--- config.mk ---
export PLATFORM = sky130hd
export DESIGN_NAME = status_reporting
export DESIGN_NICKNAME = d
export VERILOG_FILES = /design/src/hw/status_pkg.sv /design/src/hw/status_reg_group.sv /design/src/hw/status_reporting.sv
export VERILOG_INCLUDE_DIRS = /design/src /design/src/hw
export SDC_FILE = /design/constraint.sdc
export NUM_CORES = 1
export LEC_CHECK = 0
export ABC_CLOCK_PERIOD_IN_PS = 24300
export BUFFER_PORTS_ARGS = -buffer_cell sky130_fd_sc_hd__buf_2
export CAP_MARGIN = 25
export CORE_MARGIN = 4
export CORE_UTILIZATION = 48
export DETAILED_ROUTE_END_ITERATION = 10
export GPL_TIMING_DRIVEN = 1
export PLACE_DENSITY_LB_ADDON = 0.25
export REMOVE_ABC_BUFFERS = 1
export SYNTH_ARGS = -nofsm -noshare
export SYNTH_HDL_FRONTEND = slang
export SYNTH_SLANG_ARGS = --single-unit
--- constraint.sdc ---
create_clock -name clk -period 24.3 [get_ports clk]
set_clock_uncertainty 0.05 [all_clocks]
set_input_delay 3.645 -clock clk [delete_from_list [all_inputs] [get_ports clk]]
set_output_delay 3.645 -clock clk [all_outputs]
set_load 0.005 [all_outputs]
--- src/hw/status_cfg.svh ---
// constants for the questionable status and service-request block
`ifndef STATUS_CFG_SVH
`define STATUS_CFG_SVH
`define QUES_VOLT_SUM_BIT 0
`define QUES_CURR_SUM_BIT 1
`define QUES_FREQ_BIT 5
`define QUES_USED_MASK 16'h0023
`define RANGE_USED_MASK 16'h3f3f
`define OPER_USED_MASK 16'h7fff
`define STB_QUES_BIT 3
`define STB_MAV_BIT 4
`define STB_EVENT_SUM_BIT 5
`define STB_RQS_BIT 6
`define STB_OPER_BIT 7
`define STB_EAV_BIT 2
`define SRQ_SOURCE_MASK 8'hbc
`define ESR_OPC_BIT 0
`define ESR_PON_BIT 7
`define PTR_RESET 16'h7fff
`define ERR_NONE 16'h0000
`endif

--- src/hw/status_pkg.sv ---
// types shared by the status block
package status_pkg;
    typedef enum logic [3:0] {
        SEL_QUES, SEL_CURR, SEL_VOLT, SEL_OPER, SEL_STB, SEL_ESR,
        SEL_SRE, SEL_ESE, SEL_ERR
    } reg_sel_t;
    typedef enum logic [2:0] {
        PART_COND, PART_EVENT, PART_ENABLE, PART_PTR, PART_NTR
    } reg_part_t;
    typedef struct packed {
        logic read;
        logic write;
        reg_sel_t sel;
        reg_part_t part;
        logic [15:0] wdata;
    } reg_req_t;
    typedef struct packed {
        logic [5:0] currAbove;
        logic [5:0] currBelow;
        logic [5:0] voltAbove;
        logic [5:0] voltBelow;
        logic freqInvalid;
        logic [15:0] operCond;
    } meas_cond_t;
endpackage

--- src/hw/status_reg_group.sv ---
// one status register: condition, transition filters, event, enable
`timescale 1ns/1ns
`default_nettype none
`include "status_cfg.svh"
module status_reg_group #(
    parameter logic [15:0] USED = 16'hffff
) (
    input wire logic clk,
    input wire logic rstn,
    input wire logic [15:0] cond,
    input wire logic clearStatus,
    input wire logic readEvent,
    input wire logic wrEnable,
    input wire logic wrPtr,
    input wire logic wrNtr,
    input wire logic [15:0] wdata,
    output logic [15:0] condOut,
    output logic [15:0] eventOut,
    output logic [15:0] enableOut,
    output logic [15:0] ptrOut,
    output logic [15:0] ntrOut,
    output logic summary
);
    logic [15:0] condReg;
    logic [15:0] eventReg;
    logic [15:0] enableReg;
    logic [15:0] ptrReg;
    logic [15:0] ntrReg;
    logic [15:0] hits;

    always_ff @(posedge clk or negedge rstn) begin
        if (!rstn) condReg <= 16'h0000;
        else condReg <= cond & USED;
    end

    assign hits = ((cond & ~condReg & ptrReg) | (~cond & condReg & ntrReg))
        & USED;

    // new hits win over the clear caused by a read or clear status
    always_ff @(posedge clk or negedge rstn) begin
        if (!rstn) eventReg <= 16'h0000;
        else if (readEvent || clearStatus) eventReg <= hits;
        else eventReg <= eventReg | hits;
    end

    always_ff @(posedge clk or negedge rstn) begin
        if (!rstn) enableReg <= 16'h0000;
        else if (wrEnable) enableReg <= wdata & USED;
    end

    always_ff @(posedge clk or negedge rstn) begin
        if (!rstn) begin
            ptrReg <= `PTR_RESET & USED;
            ntrReg <= 16'h0000;
        end else if (clearStatus) begin
            ptrReg <= USED;
            ntrReg <= USED;
        end else begin
            if (wrPtr) ptrReg <= wdata & USED;
            if (wrNtr) ntrReg <= wdata & USED;
        end
    end

    assign condOut = condReg;
    assign eventOut = eventReg;
    assign enableOut = enableReg;
    assign ptrOut = ptrReg;
    assign ntrOut = ntrReg;
    assign summary = |(eventReg & enableReg);
endmodule
`default_nettype wire

--- src/hw/status_reporting.sv ---
// status reporting: questionable registers, status byte, error queue
`timescale 1ns/1ns
`default_nettype none
`include "status_cfg.svh"
module status_reporting
    import status_pkg::*;
#(
    parameter int ERR_DEPTH = 8,
    parameter int PTR_W = 3
) (
    input wire logic clk,
    input wire logic resetn,
    input wire status_pkg::reg_req_t req,
    input wire status_pkg::meas_cond_t meas,
    input wire logic [7:0] esrEvents,
    input wire logic opcCommand,
    input wire logic settingsPending,
    input wire logic clearStatus,
    input wire logic deviceClear,
    input wire logic lineStart,
    input wire logic serialPoll,
    input wire logic errPush,
    input wire logic [15:0] errCode,
    input wire logic outputPending,
    output logic [15:0] rdata,
    output logic rdataValid,
    output logic [7:0] pollByte,
    output logic pollValid,
    output logic serviceRequest,
    output logic flushOutput,
    output logic flushInput
);
    import status_pkg::*;

    logic rstMeta;
    logic rstn;
    logic [15:0] voltCond;
    logic [15:0] currCond;
    logic [15:0] quesCond;
    logic [15:0] operCondIn;
    logic voltSum;
    logic currSum;
    logic quesSum;
    logic operSum;
    logic [15:0] vCond, vEvent, vEnable, vPtr, vNtr;
    logic [15:0] cCond, cEvent, cEnable, cPtr, cNtr;
    logic [15:0] qCond, qEvent, qEnable, qPtr, qNtr;
    logic [15:0] oCond, oEvent, oEnable, oPtr, oNtr;
    logic [7:0] esrReg;
    logic [7:0] eseReg;
    logic [7:0] sreReg;
    logic opcArmed;
    logic opcEvent;
    logic [15:0] errMem [ERR_DEPTH];
    logic [PTR_W-1:0] errHead;
    logic [PTR_W-1:0] errTail;
    logic [PTR_W:0] errCount;
    logic errEmpty;
    logic errFull;
    logic errPop;
    logic [7:0] statusByte;
    logic [15:0] readValue;
    logic rdEvent;
    logic eventSum;
    logic srqRaw;

    // reset is released through two flops
    always_ff @(posedge clk or negedge resetn) begin
        if (!resetn) begin
            rstMeta <= 1'b0;
            rstn <= 1'b0;
        end else begin
            rstMeta <= 1'b1;
            rstn <= rstMeta;
        end
    end

    assign voltCond = {2'h0, meas.voltBelow, 2'h0, meas.voltAbove};
    assign currCond = {2'h0, meas.currBelow, 2'h0, meas.currAbove};
    assign operCondIn = meas.operCond;

    always_comb begin
        quesCond = 16'h0000;
        quesCond[`QUES_VOLT_SUM_BIT] = voltSum;
        quesCond[`QUES_CURR_SUM_BIT] = currSum;
        quesCond[`QUES_FREQ_BIT] = meas.freqInvalid;
    end

    assign rdEvent = req.read && req.part == PART_EVENT;

    status_reg_group #(.USED(`RANGE_USED_MASK)) voltGroup (
        .clk(clk),
        .rstn(rstn),
        .cond(voltCond),
        .clearStatus(clearStatus),
        .readEvent(rdEvent && req.sel == SEL_VOLT),
        .wrEnable(req.write && req.sel == SEL_VOLT
            && req.part == PART_ENABLE),
        .wrPtr(req.write && req.sel == SEL_VOLT && req.part == PART_PTR),
        .wrNtr(req.write && req.sel == SEL_VOLT && req.part == PART_NTR),
        .wdata(req.wdata),
        .condOut(vCond),
        .eventOut(vEvent),
        .enableOut(vEnable),
        .ptrOut(vPtr),
        .ntrOut(vNtr),
        .summary(voltSum)
    );

    status_reg_group #(.USED(`RANGE_USED_MASK)) currGroup (
        .clk(clk),
        .rstn(rstn),
        .cond(currCond),
        .clearStatus(clearStatus),
        .readEvent(rdEvent && req.sel == SEL_CURR),
        .wrEnable(req.write && req.sel == SEL_CURR
            && req.part == PART_ENABLE),
        .wrPtr(req.write && req.sel == SEL_CURR && req.part == PART_PTR),
        .wrNtr(req.write && req.sel == SEL_CURR && req.part == PART_NTR),
        .wdata(req.wdata),
        .condOut(cCond),
        .eventOut(cEvent),
        .enableOut(cEnable),
        .ptrOut(cPtr),
        .ntrOut(cNtr),
        .summary(currSum)
    );

    status_reg_group #(.USED(`QUES_USED_MASK)) quesGroup (
        .clk(clk),
        .rstn(rstn),
        .cond(quesCond),
        .clearStatus(clearStatus),
        .readEvent(rdEvent && req.sel == SEL_QUES),
        .wrEnable(req.write && req.sel == SEL_QUES
            && req.part == PART_ENABLE),
        .wrPtr(req.write && req.sel == SEL_QUES && req.part == PART_PTR),
        .wrNtr(req.write && req.sel == SEL_QUES && req.part == PART_NTR),
        .wdata(req.wdata),
        .condOut(qCond),
        .eventOut(qEvent),
        .enableOut(qEnable),
        .ptrOut(qPtr),
        .ntrOut(qNtr),
        .summary(quesSum)
    );

    status_reg_group #(.USED(`OPER_USED_MASK)) operGroup (
        .clk(clk),
        .rstn(rstn),
        .cond(operCondIn),
        .clearStatus(clearStatus),
        .readEvent(rdEvent && req.sel == SEL_OPER),
        .wrEnable(req.write && req.sel == SEL_OPER
            && req.part == PART_ENABLE),
        .wrPtr(req.write && req.sel == SEL_OPER && req.part == PART_PTR),
        .wrNtr(req.write && req.sel == SEL_OPER && req.part == PART_NTR),
        .wdata(req.wdata),
        .condOut(oCond),
        .eventOut(oEvent),
        .enableOut(oEnable),
        .ptrOut(oPtr),
        .ntrOut(oNtr),
        .summary(operSum)
    );

    // operation complete waits until pending settings drain
    always_ff @(posedge clk or negedge rstn) begin
        if (!rstn) opcArmed <= 1'b0;
        else if (opcCommand) opcArmed <= 1'b1;
        else if (opcArmed && !settingsPending) opcArmed <= 1'b0;
    end

    assign opcEvent = opcArmed && !opcCommand && !settingsPending;

    // power-on bit set on first cycle after reset; events win over clear
    logic ponSeen;
    always_ff @(posedge clk or negedge rstn) begin
        if (!rstn) ponSeen <= 1'b0;
        else ponSeen <= 1'b1;
    end

    always_ff @(posedge clk or negedge rstn) begin
        if (!rstn) esrReg <= 8'h00;
        else begin
            logic [7:0] newEv;
            newEv = esrEvents;
            newEv[`ESR_OPC_BIT] = esrEvents[`ESR_OPC_BIT] | opcEvent;
            newEv[`ESR_PON_BIT] = esrEvents[`ESR_PON_BIT] | !ponSeen;
            if (clearStatus || (req.read && req.sel == SEL_ESR))
                esrReg <= newEv;
            else
                esrReg <= esrReg | newEv;
        end
    end

    // enable masks survive clear status, only power-on clears them
    always_ff @(posedge clk or negedge rstn) begin
        if (!rstn) begin
            sreReg <= 8'h00;
            eseReg <= 8'h00;
        end else if (req.write) begin
            if (req.sel == SEL_SRE) sreReg <= req.wdata[7:0] & 8'hbf;
            if (req.sel == SEL_ESE) eseReg <= req.wdata[7:0];
        end
    end

    assign eventSum = |(esrReg & eseReg);

    // error queue: oldest entry first, pushes into a full queue are lost
    assign errEmpty = errCount == '0;
    assign errFull = errCount == (PTR_W+1)'(ERR_DEPTH);
    assign errPop = req.read && req.sel == SEL_ERR && !errEmpty;

    always_ff @(posedge clk or negedge rstn) begin
        if (!rstn) begin
            errHead <= '0;
            errTail <= '0;
            errCount <= '0;
        end else if (clearStatus) begin
            errHead <= '0;
            errTail <= '0;
            errCount <= '0;
        end else begin
            if (errPush && !errFull) errTail <= errTail + 1'b1;
            if (errPop) errHead <= errHead + 1'b1;
            if (errPush && !errFull && !errPop) errCount <= errCount + 1'b1;
            else if (errPop && !(errPush && !errFull))
                errCount <= errCount - 1'b1;
        end
    end

    // storage has no reset: head, tail and count decide what is valid
    always_ff @(posedge clk) begin
        if (errPush && !errFull && !clearStatus)
            errMem[errTail] <= errCode;
    end

    // bit 6 is the request summary itself, so the source mask leaves it out
    always_comb begin
        statusByte = 8'h00;
        statusByte[`STB_EAV_BIT] = !errEmpty;
        statusByte[`STB_QUES_BIT] = quesSum;
        statusByte[`STB_MAV_BIT] = outputPending;
        statusByte[`STB_EVENT_SUM_BIT] = eventSum;
        statusByte[`STB_OPER_BIT] = operSum;
        srqRaw = |(statusByte & sreReg & `SRQ_SOURCE_MASK);
        statusByte[`STB_RQS_BIT] = srqRaw;
    end

    // a read returns what the part holds before the read clears it;
    // unused bits are already masked inside each group
    always_comb begin
        readValue = 16'h0000;
        case (req.sel)
            SEL_VOLT: begin
                case (req.part)
                    PART_COND: readValue = vCond;
                    PART_EVENT: readValue = vEvent;
                    PART_ENABLE: readValue = vEnable;
                    PART_PTR: readValue = vPtr;
                    default: readValue = vNtr;
                endcase
            end
            SEL_CURR: begin
                case (req.part)
                    PART_COND: readValue = cCond;
                    PART_EVENT: readValue = cEvent;
                    PART_ENABLE: readValue = cEnable;
                    PART_PTR: readValue = cPtr;
                    default: readValue = cNtr;
                endcase
            end
            SEL_QUES: begin
                case (req.part)
                    PART_COND: readValue = qCond;
                    PART_EVENT: readValue = qEvent;
                    PART_ENABLE: readValue = qEnable;
                    PART_PTR: readValue = qPtr;
                    default: readValue = qNtr;
                endcase
            end
            SEL_OPER: begin
                case (req.part)
                    PART_COND: readValue = oCond;
                    PART_EVENT: readValue = oEvent;
                    PART_ENABLE: readValue = oEnable;
                    PART_PTR: readValue = oPtr;
                    default: readValue = oNtr;
                endcase
            end
            SEL_STB: readValue = {8'h00, statusByte};
            SEL_ESR: readValue = {8'h00, esrReg};
            SEL_SRE: readValue = {8'h00, sreReg};
            SEL_ESE: readValue = {8'h00, eseReg};
            SEL_ERR: readValue = errEmpty ? `ERR_NONE : errMem[errHead];
            default: readValue = 16'h0000;
        endcase
    end

    always_ff @(posedge clk or negedge rstn) begin
        if (!rstn) begin
            rdata <= 16'h0000;
            rdataValid <= 1'b0;
        end else begin
            rdataValid <= req.read;
            if (req.read) rdata <= readValue;
        end
    end

    always_ff @(posedge clk or negedge rstn) begin
        if (!rstn) begin
            pollByte <= 8'h00;
            pollValid <= 1'b0;
        end else begin
            pollValid <= serialPoll;
            if (serialPoll) pollByte <= statusByte;
        end
    end

    always_ff @(posedge clk or negedge rstn) begin
        if (!rstn) serviceRequest <= 1'b0;
        else serviceRequest <= srqRaw;
    end

    // buffers are held flushed through reset; settings are untouched here
    always_ff @(posedge clk or negedge rstn) begin
        if (!rstn) begin
            flushOutput <= 1'b1;
            flushInput <= 1'b1;
        end else begin
            flushOutput <= deviceClear || lineStart;
            flushInput <= deviceClear;
        end
    end
endmodule
`default_nettype wire

# == Word-level counts from Yosys, hierarchy flattened ==
# Memories as Yosys holds them, arrays and structs flattened.
# Index checks and enable logic that the tools add are counted.
# totals
ff_bits,340
mem_bits_rw,128
n_memories,1
word_cells,202
# op_classes
add_sub_neg,4
reduce_logical,68
n_bitwise,41
eq_ne,13
n_mux,38
# mem_list
memory,depth,width,rd,rd_ports_with_merged_regs,write_ports,line_no,text
errMem,8,16,1,0,1,status_reporting.sv:54,logic [15:0] errMem [ERR_DEPTH];
# op_table
op,n
$mux W16,21
$pmux W16 S4,4
$pmux W16 S9,1
$and A14 B14 Y14,8
$reduce_or A16 Y1,4
$and A15 B15 Y15,4
$not A14 Y14,4
$and A16 B14 Y16,2
$or A16 B14 Y16,2
$logic_and A1 B1 Y1,31
$not A15 Y15,2
$or A14 B14 Y14,2
$and A6 B6 Y6,4
$reduce_bool A2 Y1,11
$and A16 B15 Y16,1
$and A16 B6 Y16,1
$and A8 B8 Y8,2
$eq A4 B3 Y1 const B,4
$or A16 B15 Y16,1
$or A16 B6 Y16,1
$or A15 B15 Y15,1
$mux W3,4
$mux W4,3
$not A6 Y6,2
other kinds (22),44

# == Logic depth before layout (Yosys ltp) ==
# Gate-level depths: netlist of run 1.
# depth
depth_word,8
ltp_mapped,10
ltp_nobuf,9

# == By module ==
# A second synthesis of run 1 with hierarchy kept.
# hier_totals
cells_unflattened,1485
hier_area_um2,19741.4
# by_module_without_submodules
module,area_per_inst_um2,seq_area_each_um2,instances,cells_each
status_reporting,10412.5,5447.7,1,724
status_reg_group at currGroup ...,2582.5,1516.5,2,206
status_reg_group at operGroup,3039.2,1895.6,1,238
status_reg_group at quesGroup,1124.8,379.1,1,111

# == Worst setup path before layout of run 1 ==
# No wires, ideal clock.
# synth_timing
path_type,input port to flip-flop
start,input port errPush
end,memory errMem[0][0] (enable)
t_arrival_ns,5.801
path_buffers,1
slack_ns,18.013
required_ns,23.814
stages,4
path_cell_list,o41ai_1 > buf_2 > nor2_1 > nor4b_1
# synth_via
elab_chain_len,4
# synth_lines
element,line_no,text
from (decl),status_reporting.sv:22,"input wire logic errPush,"
$logic_and A1 B1 Y1 (2 in series),status_reporting.sv:235,if (errPush && !errFull && !clearStatus)
$mux W1,status_reporting.sv:235,
$mux W1 (not written as such),status_reporting.sv:236,errMem[errTail] <= errCode;
to (decl),status_reporting.sv:54,
# No other way between the ends.

# == Worst setup path after layout of run 1 ==
# layout_timing
start,input port req[17] (netlist bit)
end,register operGroup.enableReg[14] (netlist: operGroup.enableOut[14])
# layout_via
elab_chain_len,2
# layout_lines
element,line_no,text
from (decl),status_reporting.sv:13,"input wire status_pkg::reg_req_t req,"
$eq A3 B2 Y1,status_reporting.sv:155,"&& req.part == PART_ENABLE),"
$logic_and A1 B1 Y1,status_reporting.sv:155,
to (signal assigned),status_reg_group.sv:48,else if (wrEnable) enableReg <= wdata & USED;
to (decl),status_reg_group.sv:26,logic [15:0] enableReg;
# No other way between the ends.
# A chain may end at the register's enable or synchronous reset.

==> flow_summary.toml, run 1 <==
[placed_design]
io_buffers = 124
dp_hpwl_um = 30830
gp_congestion = 0.8653

[grt]
antenna_found_initial = 6
grtUsageTotal_pct = 23.26
grt-busiest-layer = "met2"
grt_max_degree = 160
grt-ovfl-total = 0
grt_pass1_wl_um = 73280
grt_pass1_vias = 12040
met3_usage_pct = 6.463
use_met1_pct = 31.64
globalRouteMet2Util_pct = 36.36

[detailed_routing]
drtIter0Drc = 1099
wl_um = 47230
route.vias.total = 11790
drc = 0
first_pass_iters = 5
viasPerCell = 6.060
antenna_left = 0
avgRoutedWirePerCell_um = 24.27

[clock_tree]
cts-root-buf = "clkbuf_16"
clk_path_buf_depth = 3
clkSinkCount = 402
cts-resized-gates = 0
hold_buffers = 0
numCtsBuffers = 44
cts_setup_buffers = 0
clk-insertion-delay-late_ns = 0.55
path_clk_slew_ns = 0.06
cts_tree = "built"
htreeDepth = 2

[critical_path]
cp.required_ns = 24.67
crit_start = "req[17]"
path_cells = "buf_2 > buf_4 > nand2b_2 > nor3b_1 > nand2_1 > mux2_2"
crit_type = "in -> reg"
path_delay_family = "simple AND/OR/NAND/NOR gates"
crit_path_end_kind = "flop"
path_buf_inv = 2
r2r-start = "errHead[1]"
path_max_fanout = 26
slowest_delay_ns = 0.69
crit_arrival_ns = 6.64
crit_slowest_cell = "nand2_1"
start_kind = "input port"

[synthesis]
synth_common_cells = "230 x dfrtp_1, 184 x nand2_1, 128 x edfxtp_1"
syn_area_per_cell_um2 = 13.55
synth_edf_count = 128
synth_most_common_cell = "dfrtp_1"
synth_seq_cells = 402
syn_inst = 1330
synth-adder-area-share_pct = 0.3889
synth_area_leaders = "dfrtp_1 32%, edfxtp_1 21%, mux4_2 8.5%"
synthSimpleGateAreaFrac_pct = 11.84
synthFlopType = "dfrtp_1"
synth-compound-area-share_pct = 9.410
syn_area_mm2 = 0.01802
synthXorXnorAreaFrac_pct = 0.3334
synth.area.mux_share_pct = 15.40
synth_top_family_by_area = "multiplexers"
yosysSeqAreaShare_pct = 59.70
synth_cell_types = 72
yosysTopAreaCell = "dfrtp_1"
synth_warnings = 0
yosysTopAreaCellShare_pct = 31.95
async_flop_share_pct = 68.16

[die]
dieArea_mm2 = 0.04070
initial_core_util_pct = 48.98
rows = 70
floorplan.die.height_um = 201.7
core_area_mm2 = 0.03679
dieWidth_um = 201.7
ios = 129

[cells_and_area]
drive_above_1_share_pct = 29.32
fill_cells = 2975
area.growth.synth_to_final_pct = 13.79
fin_nets = 1548

[timing]
slew_headroom_pct = 31.69
fmax_mhz = 159.7
slew_viol_final = 0
worst_pin_slew_ns = 1.021
fin_crit_sh_pct = 25.78
hold_viol = 0
final.min_clock_period_ns = 6.264
rsz0062_at_grt = "false"
finalSetupTns_ns = 0
setup_viol = 0

[power_and_ir_drop]
irDropWorstVdd_uv = 58.77
p_per_area_mw_per_mm2 = 77.10
p_leak_nw = 8.222
power_w = 0.001581

[outcome]
outcome = "finished, final reports clean"

[hold_path]
min_path_type = "reg -> async"

[run]
cap_violations = 0
## per-stage QoR
| step | hold slack, ns | instances | worst slack, ns | area, um^2 | util [%] |
|---|---|---|---|---|---|
| 3_3_place_gp | 0.2898 | 1862 | 17.54 | 19060 | 51.82 |
| 2_1_floorplan | 0.2812 | 1247 | 16.13 | 17610 | - |
| 6_report | 0.2780 | 1946 | 18.04 | 20500 | 55.73 |
| 4_1_cts | 0.3041 | 1943 | 18.05 | 20490 | 55.69 |
| 3_5_place_dp | 0.2855 | 1863 | 17.50 | 19070 | 51.85 |
| 5_1_grt | 0.3210 | 1945 | 17.91 | 20500 | 55.72 |
## flip-flops by register name (all words and copies together), names as in the netlist, 12 cells and up
name                 cells
voltGroup.eventOut      12
operGroup.ntrOut        15
currGroup.enableOut     12
operGroup.ptrOut        15
operGroup.enableOut     15
operGroup.condOut       15
currGroup.condOut       12
voltGroup.enableOut     12
currGroup.eventOut      12
currGroup.ptrOut        12
operGroup.eventOut      15
voltGroup.condOut       12
currGroup.ntrOut        12
errMem                 128
rdata                   16
voltGroup.ntrOut        12
voltGroup.ptrOut        12
## area by class of cell
| type | instances | area [um^2] | share of cell area [%] |
|---|---|---|---|
| sequential | 402 | 10760 | 52.49 |
| multi-input combinational | 817 | 6799 | 33.16 |
| clock buffer | 58 | 1215 | 5.926 |
| timing repair buffer | 150 | 834.6 | 4.071 |
| tap | 468 | 585.6 | 2.856 |
| clock inverter | 22 | 197.7 | 0.9643 |
| inverter | 28 | 105.1 | 0.5127 |
| antenna | 1 | 2.502 | 0.01221 |
## worst paths after layout
kind / end / slack (ns) / depth (start not counted)
worst min register to register: voltGroup.ntrOut[5] / 0.28 / 0
worst min-delay path: voltGroup.ntrOut[5] / 0.28 / 0
worst max register to register: rdata[0] / 21.52 / 5
max in group asynchronous: rstn / 21.27 / 1
worst max-delay path: operGroup.enableOut[14] / 18.04 / 6
min in group clk: rstn / 0.30 / 0
## placed cells by master, fill, tap and decap left out, drive strengths merged, types with 19 or more instances in the layout
cell type,instances
a211o,47
nand2,184
buf,150
mux2,74
clkbuf,58
nor2,29
inv,30
dfstp,44
a21oi,19
mux2i,41
nand3b,81
a22oi,29
edfxtp,128
o211ai,34
mux4,68
nor2b,47
dfrtp,230
## routing by layer
layer,up-vias,wire length [um],share of wire (%)
met1,6028,19320,41
met4,10,1787,3.8
li1,5245,-,-
met5,-,62,0.13
met2,399,22220,47
met3,111,3837,8.1
## power by group
| part | switching (W) | internal, W | leakage [nW] |
|---|---|---|---|
| registers | 0.0000310 | 0.000739 | 4.28 |
| logic | 0.0000841 | 0.0000715 | 3.26 |
| clock network | 0.000271 | 0.000384 | 0.684 |
## kinds of logic (layout without fill, tap and decap cells)
group	Yosys count	after routing
flops	402	402
buf+inv	113	258
other cells	2	5
fa+ha+maj	5	5
mux	183	183
compound gates	216	216
xor+xnor	6	6
simple gates	403	403
Note: power is estimated with default switching activity, not from simulation.
==> inputs of run 2 (changes only) <==
- ABC_CLOCK_PERIOD_IN_PS: 24300 -> 5100
- clock period: 24.3 -> 5.1 ns (I/O delays scaled with it)
==> flow_summary.toml, run 2 (synthesis gave the netlist of run 1 again) <==
[power_and_ir_drop]
power_frac_seq_pct = 48.7
switching_share_pct = 24.01
irDropWorstVdd_uv = 263.6
p_int_w = 0.005731
p_clk_share_pct = 41.4
p_per_area_mw_per_mm2 = 367.7
p_sw_w = 0.001811
p_leak_nw = 8.224
p_comb_share_pct = 9.8
power_w = 0.007542

[detailed_routing]
drtIter0Drc = 1028
avgRoutedWirePerCell_um = 24.56
route.vias.total = 11850
wl_um = 47750
viasPerCell = 6.094
drc = 0
first_pass_iters = 5
antenna_left = 0

[cells_and_area]
fin_nets = 1548
drive_above_1_share_pct = 28.90
largestRegisters = "errMem (128), rdata (16)"
fill_cells = 2994
largest_register = "errMem"
finalInstanceArea_mm2 = 0.02051
mostFrequentLayoutCell = "dfrtp_1"
final_cell_mix = "227 x dfrtp_1, 184 x nand2_1, 128 x edfxtp_1"
largest_reg_flops = 128
area.growth.synth_to_final_pct = 13.85

[clock_tree]
cts-root-buf = "clkbuf_16"
numCtsBuffers = 42
path_clk_slew_ns = 0.06
cts_tree = "built"
clk-insertion-delay-late_ns = 0.55
clkSinkCount = 402
htreeDepth = 2
clk_path_buf_depth = 3
cts-resized-gates = 0

[timing]
slew_viol_final = 0
slew_headroom_pct = 30.82
hold_viol = 0
fin_ws_ns = 2.079
worst_pin_slew_ns = 1.038
setup_viol = 0
final.min_clock_period_ns = 3.021
fin_crit_sh_pct = 59.24
fmax_mhz = 331.0
rsz0062_at_grt = "false"
hold_ws_ns = 0.2702

[grt]
grt_pass1_vias = 12020
antenna_found_initial = 7
grtUsageTotal_pct = 23.13
grt_max_degree = 148
grt-ovfl-total = 0
grt_pass1_wl_um = 73120

[critical_path]
ff2ff_path_depth = 5
path_max_fanout = 39
start_kind = "input port"
reg2reg_slack_ns = 2.19
cp.required_ns = 5.44
crit_type = "in -> reg"
crit_path_end_kind = "flop"
crit_arrival_ns = 3.36

[placed_design]
gp_congestion = 0.8457
dp_hpwl_um = 30920
dp_slack_ns = 1.551
io_buffers = 124
placed_area_mm2 = 0.01910

[die]
initial_core_util_pct = 48.98
ios = 129
floorplan.die.height_um = 201.7
rows = 70
dieArea_mm2 = 0.04070
core_area_mm2 = 0.03679
dieWidth_um = 201.7

[run]
cap_violations = 0

[hold_path]
whs_path_depth = 1
min_path_type = "in -> reg"

[outcome]
outcome = "finished, final reports clean"
run 2: worst max-delay path, cell delays in order:
cell and delay [ns]:
buf_4 0.51, buf_4 0.49, mux4_2 0.56, nand2_1 0.08
a21oi_1 0.12, nor4_1 0.67, o21ai_1 0.10
run 2: repair_timing:
item,4_1_cts,5_1_grt
hold buffers,1,0
endpoints found under the hold margin,2,0
buffers inserted,0,0
run 2: worst paths after layout:
| kind | startpoint | end |
|---|---|---|
| max | req[16] | rdata[0] |
| min | deviceClear | flushInput |
| max reg2reg | errHead[0] | rdata[0] |
| min reg2reg | rstMeta | rstn |
| max in group asynchronous | rstn | operGroup.condOut[7] |
| min in group asynchronous | rstn | voltGroup.eventOut[5] |
run 2: per-stage QoR:
step | std cells | setup TNS (ns) | util [%]
final | 1944 | 0 | 55.76
after global placement | 1866 | 0 | 51.93
after CTS | 1942 | 0 | 55.74
after global routing | 1943 | 0 | 55.75
after floorplan | 1247 | -737.84 | -
after detailed placement | 1866 | 0 | 51.93
run 2: cell type report:
type	instances	area (um^2)	area share, %
repair buffers	152	863.3	4.209
clock inverters	18	216.5	1.055
inverters	28	105.1	0.5124
flip-flops and latches	402	10760	52.47
clock buffers	57	1179	5.746
diodes	2	5.005	0.02440
multi-input cells	817	6795	33.13
well taps	468	585.6	2.855
run 2: power by group through the flow:
stage	Sequential [W]	Combinational [W]	Clock, W
after global routing	0.00370	0.000810	0.00331
after global placement	0.00372	0.000726	0
final	0.00367	0.000742	0.00313
after detailed placement	0.00373	0.000745	0
after floorplan	0.00371	0.000414	0
after CTS	0.00367	0.000748	0.00319
run 2: routing by layer:
metal	part of all wire [%]	vias up	track usage [%]
li1	-	5219	-
met1	42	6135	32.01
met2	48	389	36.86
met3	6.6	94	4.867
met4	3.2	10	7.788
met5	0.094	-	0
==> inputs of run 3 (changes only) <==
- ABC_AREA: unset -> 1
- ABC_CLOCK_PERIOD_IN_PS: 5100 -> 2900
- clock period: 5.1 -> 2.9 ns (I/O delays scaled with it)
==> flow_summary.toml, run 3 <==
[die]
core_area_mm2 = 0.03784
dieArea_mm2 = 0.04172
dieWidth_um = 204.3
floorplan.die.height_um = 204.3
initial_core_util_pct = 48.86
ios = 129
rows = 71

[timing]
rsz0062_at_grt = "false"
hold_ws_ns = 0.02643
slew_viol_final = 0
setup_viol = 0
slew_headroom_pct = 45.14
worst_pin_slew_ns = 0.8230
hold_viol = 0
fmax_mhz = 405.3
final.min_clock_period_ns = 2.467
fin_crit_sh_pct = 85.07
finalSetupTns_ns = 0

[detailed_routing]
drc = 0
route.vias.total = 15460
first_pass_iters = 5
viasPerCell = 5.315
avgRoutedWirePerCell_um = 18.50
wl_um = 53810
drtIter0Drc = 1372
antenna_left = 0

[cells_and_area]
fill_cells = 3393
fin_nets = 2465
drive_above_1_share_pct = 13.44
largestRegisters = "errMem (128), rdata (16)"
largest_reg_flops = 128
largest_register = "errMem"
area.growth.synth_to_final_pct = 18.11
final_cell_mix = "566 x nand2_1, 340 x nor2_1, 245 x inv_1"
finalInstanceArea_mm2 = 0.02184
utilization_pct = 57.70
mostFrequentLayoutCell = "nand2_1"

[synthesis]
yosysTopAreaCellShare_pct = 31.13
synth_most_common_cell = "nand2_1"
synth_common_cells = "566 x nand2_1, 340 x nor2_1, 245 x inv_1"
yosysSeqAreaShare_pct = 58.17
synth_area_leaders = "dfrtp_1 31%, edfxtp_1 21%, nand2_1 11%"
syn_area_mm2 = 0.01849
synth_seq_cells = 402
synth_cell_types = 43
synthFlopType = "dfrtp_1"
synth.area.mux_share_pct = 0.06091
synthSimpleGateAreaFrac_pct = 22.85
synth_edf_count = 128
synth_top_family_by_area = "simple AND/OR/NAND/NOR gates"
synthXorXnorAreaFrac_pct = 0.1421
synth_warnings = 0
synth-adder-area-share_pct = 0.3790
synth-compound-area-share_pct = 10.98
yosysTopAreaCell = "dfrtp_1"
async_flop_share_pct = 68.16
syn_inst = 2166
syn_area_per_cell_um2 = 8.536

[power_and_ir_drop]
power_w = 0.01420
p_leak_nw = 10.25
irDropWorstVdd_uv = 607.6
p_per_area_mw_per_mm2 = 650.3

[hold_path]
whs_path_depth = 2
holdPathEnd = "esrReg[6]"
min_path_type = "in -> reg"
hold_path_startpoint = "esrEvents[6]"

[clock_tree]
cts_tree = "built"
clk_path_buf_depth = 3
htreeDepth = 2
clkSinkCount = 402
numCtsBuffers = 45
cts-root-buf = "clkbuf_16"
path_clk_slew_ns = 0.06
clk-insertion-delay-late_ns = 0.58

[critical_path]
path_common_cell = "nand2_1"
r2r-start = "errCount[0]"
path_delay_family = "simple AND/OR/NAND/NOR gates"
reg2reg_slack_ns = 0.43
reg2reg_to = "errCount[3]"
cp.required_ns = 3.36
slowest_delay_ns = 0.41
path_max_fanout = 8
crit_path_end_kind = "flop"
path_buf_inv = 0
crit_type = "reg -> reg"
ff2ff_path_depth = 13
crit_arrival_ns = 2.93
path_cells = "nor2_1 > nand2_1 > nand2_1 > nor2_4 > nand2_2 > nand2_1 > ha_1 > a21oi_1 > nand2_1 > xor2_1 > xor2_1 > nand3_1 > nand2_1"
start_kind = "flop"
crit_slowest_cell = "dfrtp_1"

[placed_design]
gp_congestion = 0.9054
io_buffers = 124
dp_hpwl_um = 35070
placed_area_mm2 = 0.01984

[grt]
grt-ovfl-total = 0
grt_pass1_wl_um = 82560
grt_max_degree = 108
grtUsageTotal_pct = 25.50
antenna_found_initial = 4
grt_pass1_vias = 14710

[outcome]
outcome = "finished, final reports clean"

[run]
cap_violations = 0
==> run 3: cell types whose count changed in the layout (fill, tap and decap cells not counted), sizes merged, moves of 49 or more <==
| cell | previous run | this run |
|---|---|---|
| nand2 | 184 | 570 |
| nor2 | 29 | 348 |
| inv | 29 | 253 |
| o21ai | 5 | 216 |
| nand3 | 10 | 115 |
| nand3b | 81 | 0 |
| mux2 | 74 | 1 |
| mux4 | 68 | 0 |
| dlygate4sd3 | 1 | 50 |
==> run 3: where the power goes <==
| part | leakage [nW] | switching [W] | internal (W) |
|---|---|---|---|
| Sequential | 4.40 | 0.000319 | 0.00638 |
| Clock | 0.737 | 0.00233 | 0.00343 |
| Combinational | 5.11 | 0.00113 | 0.000619 |
| Total | 10.2 | 0.00378 | 0.0104 |
==> run 3: cells by family after synthesis <==
group,count (synthesis)
buf+inv,340
flops,402
other cells,2
fa+ha+maj,5
mux,1
xor+xnor,3
compound gates,356
simple gates,1057
==> run 3: what timing repair did <==
action / in CTS / in global routing
resized for setup: 0 / 0
hold buffers: 50 / 0
endpoints found under the hold margin: 51 / 0
buffers inserted: 0 / 0
==> run 3: per-stage QoR <==
stage / setup slack (ns) / cells
CTS: 0.4208 / 2907
finish: 0.4329 / 2909
global placement: 0.4261 / 2774
detailed placement: 0.3750 / 2774
floorplan: -5.275 / 2081
global route: 0.1242 / 2909
==> run 3: per-layer routing <==
metal | global-route usage, % | vias to the layer above | share of wire [%]
met1 | 35.58 | 7436 | 43
met2 | 40.90 | 542 | 47
met4 | 8.950 | 4 | 3.2
met3 | 4.126 | 117 | 6.8
li1 | - | 7362 | -
met5 | 0 | - | 0.050
==> run 3: worst max-delay path by stage <==
stage / from / slack (ns) / depth (start not counted) / endpoint
2_1_floorplan: rstn / -5.27 / 0 / currGroup.condOut[0]
3_3_place_gp: req[16] / 0.43 / 12 / rdata[1]
3_5_place_dp: req[17] / 0.38 / 6 / operGroup.enableOut[4]
4_1_cts: errCount[0] / 0.42 / 13 / errCount[3]
5_1_grt: errCount[0] / 0.12 / 13 / errCount[3]
6_report: errCount[0] / 0.43 / 13 / errCount[3]
==> run 3: cell type report <==
class                   count  area, um^2  area share, %
flip-flops and latches    402       10760          49.28
multi-input cells        1426        6376          29.20
repair buffers            232        1619          7.414
clock buffers              66        1319          6.039
inverters                 253       949.7          4.349
well taps                 511       639.4          2.928
clock inverters            17       168.9         0.7735
diodes                      2       5.005        0.02292
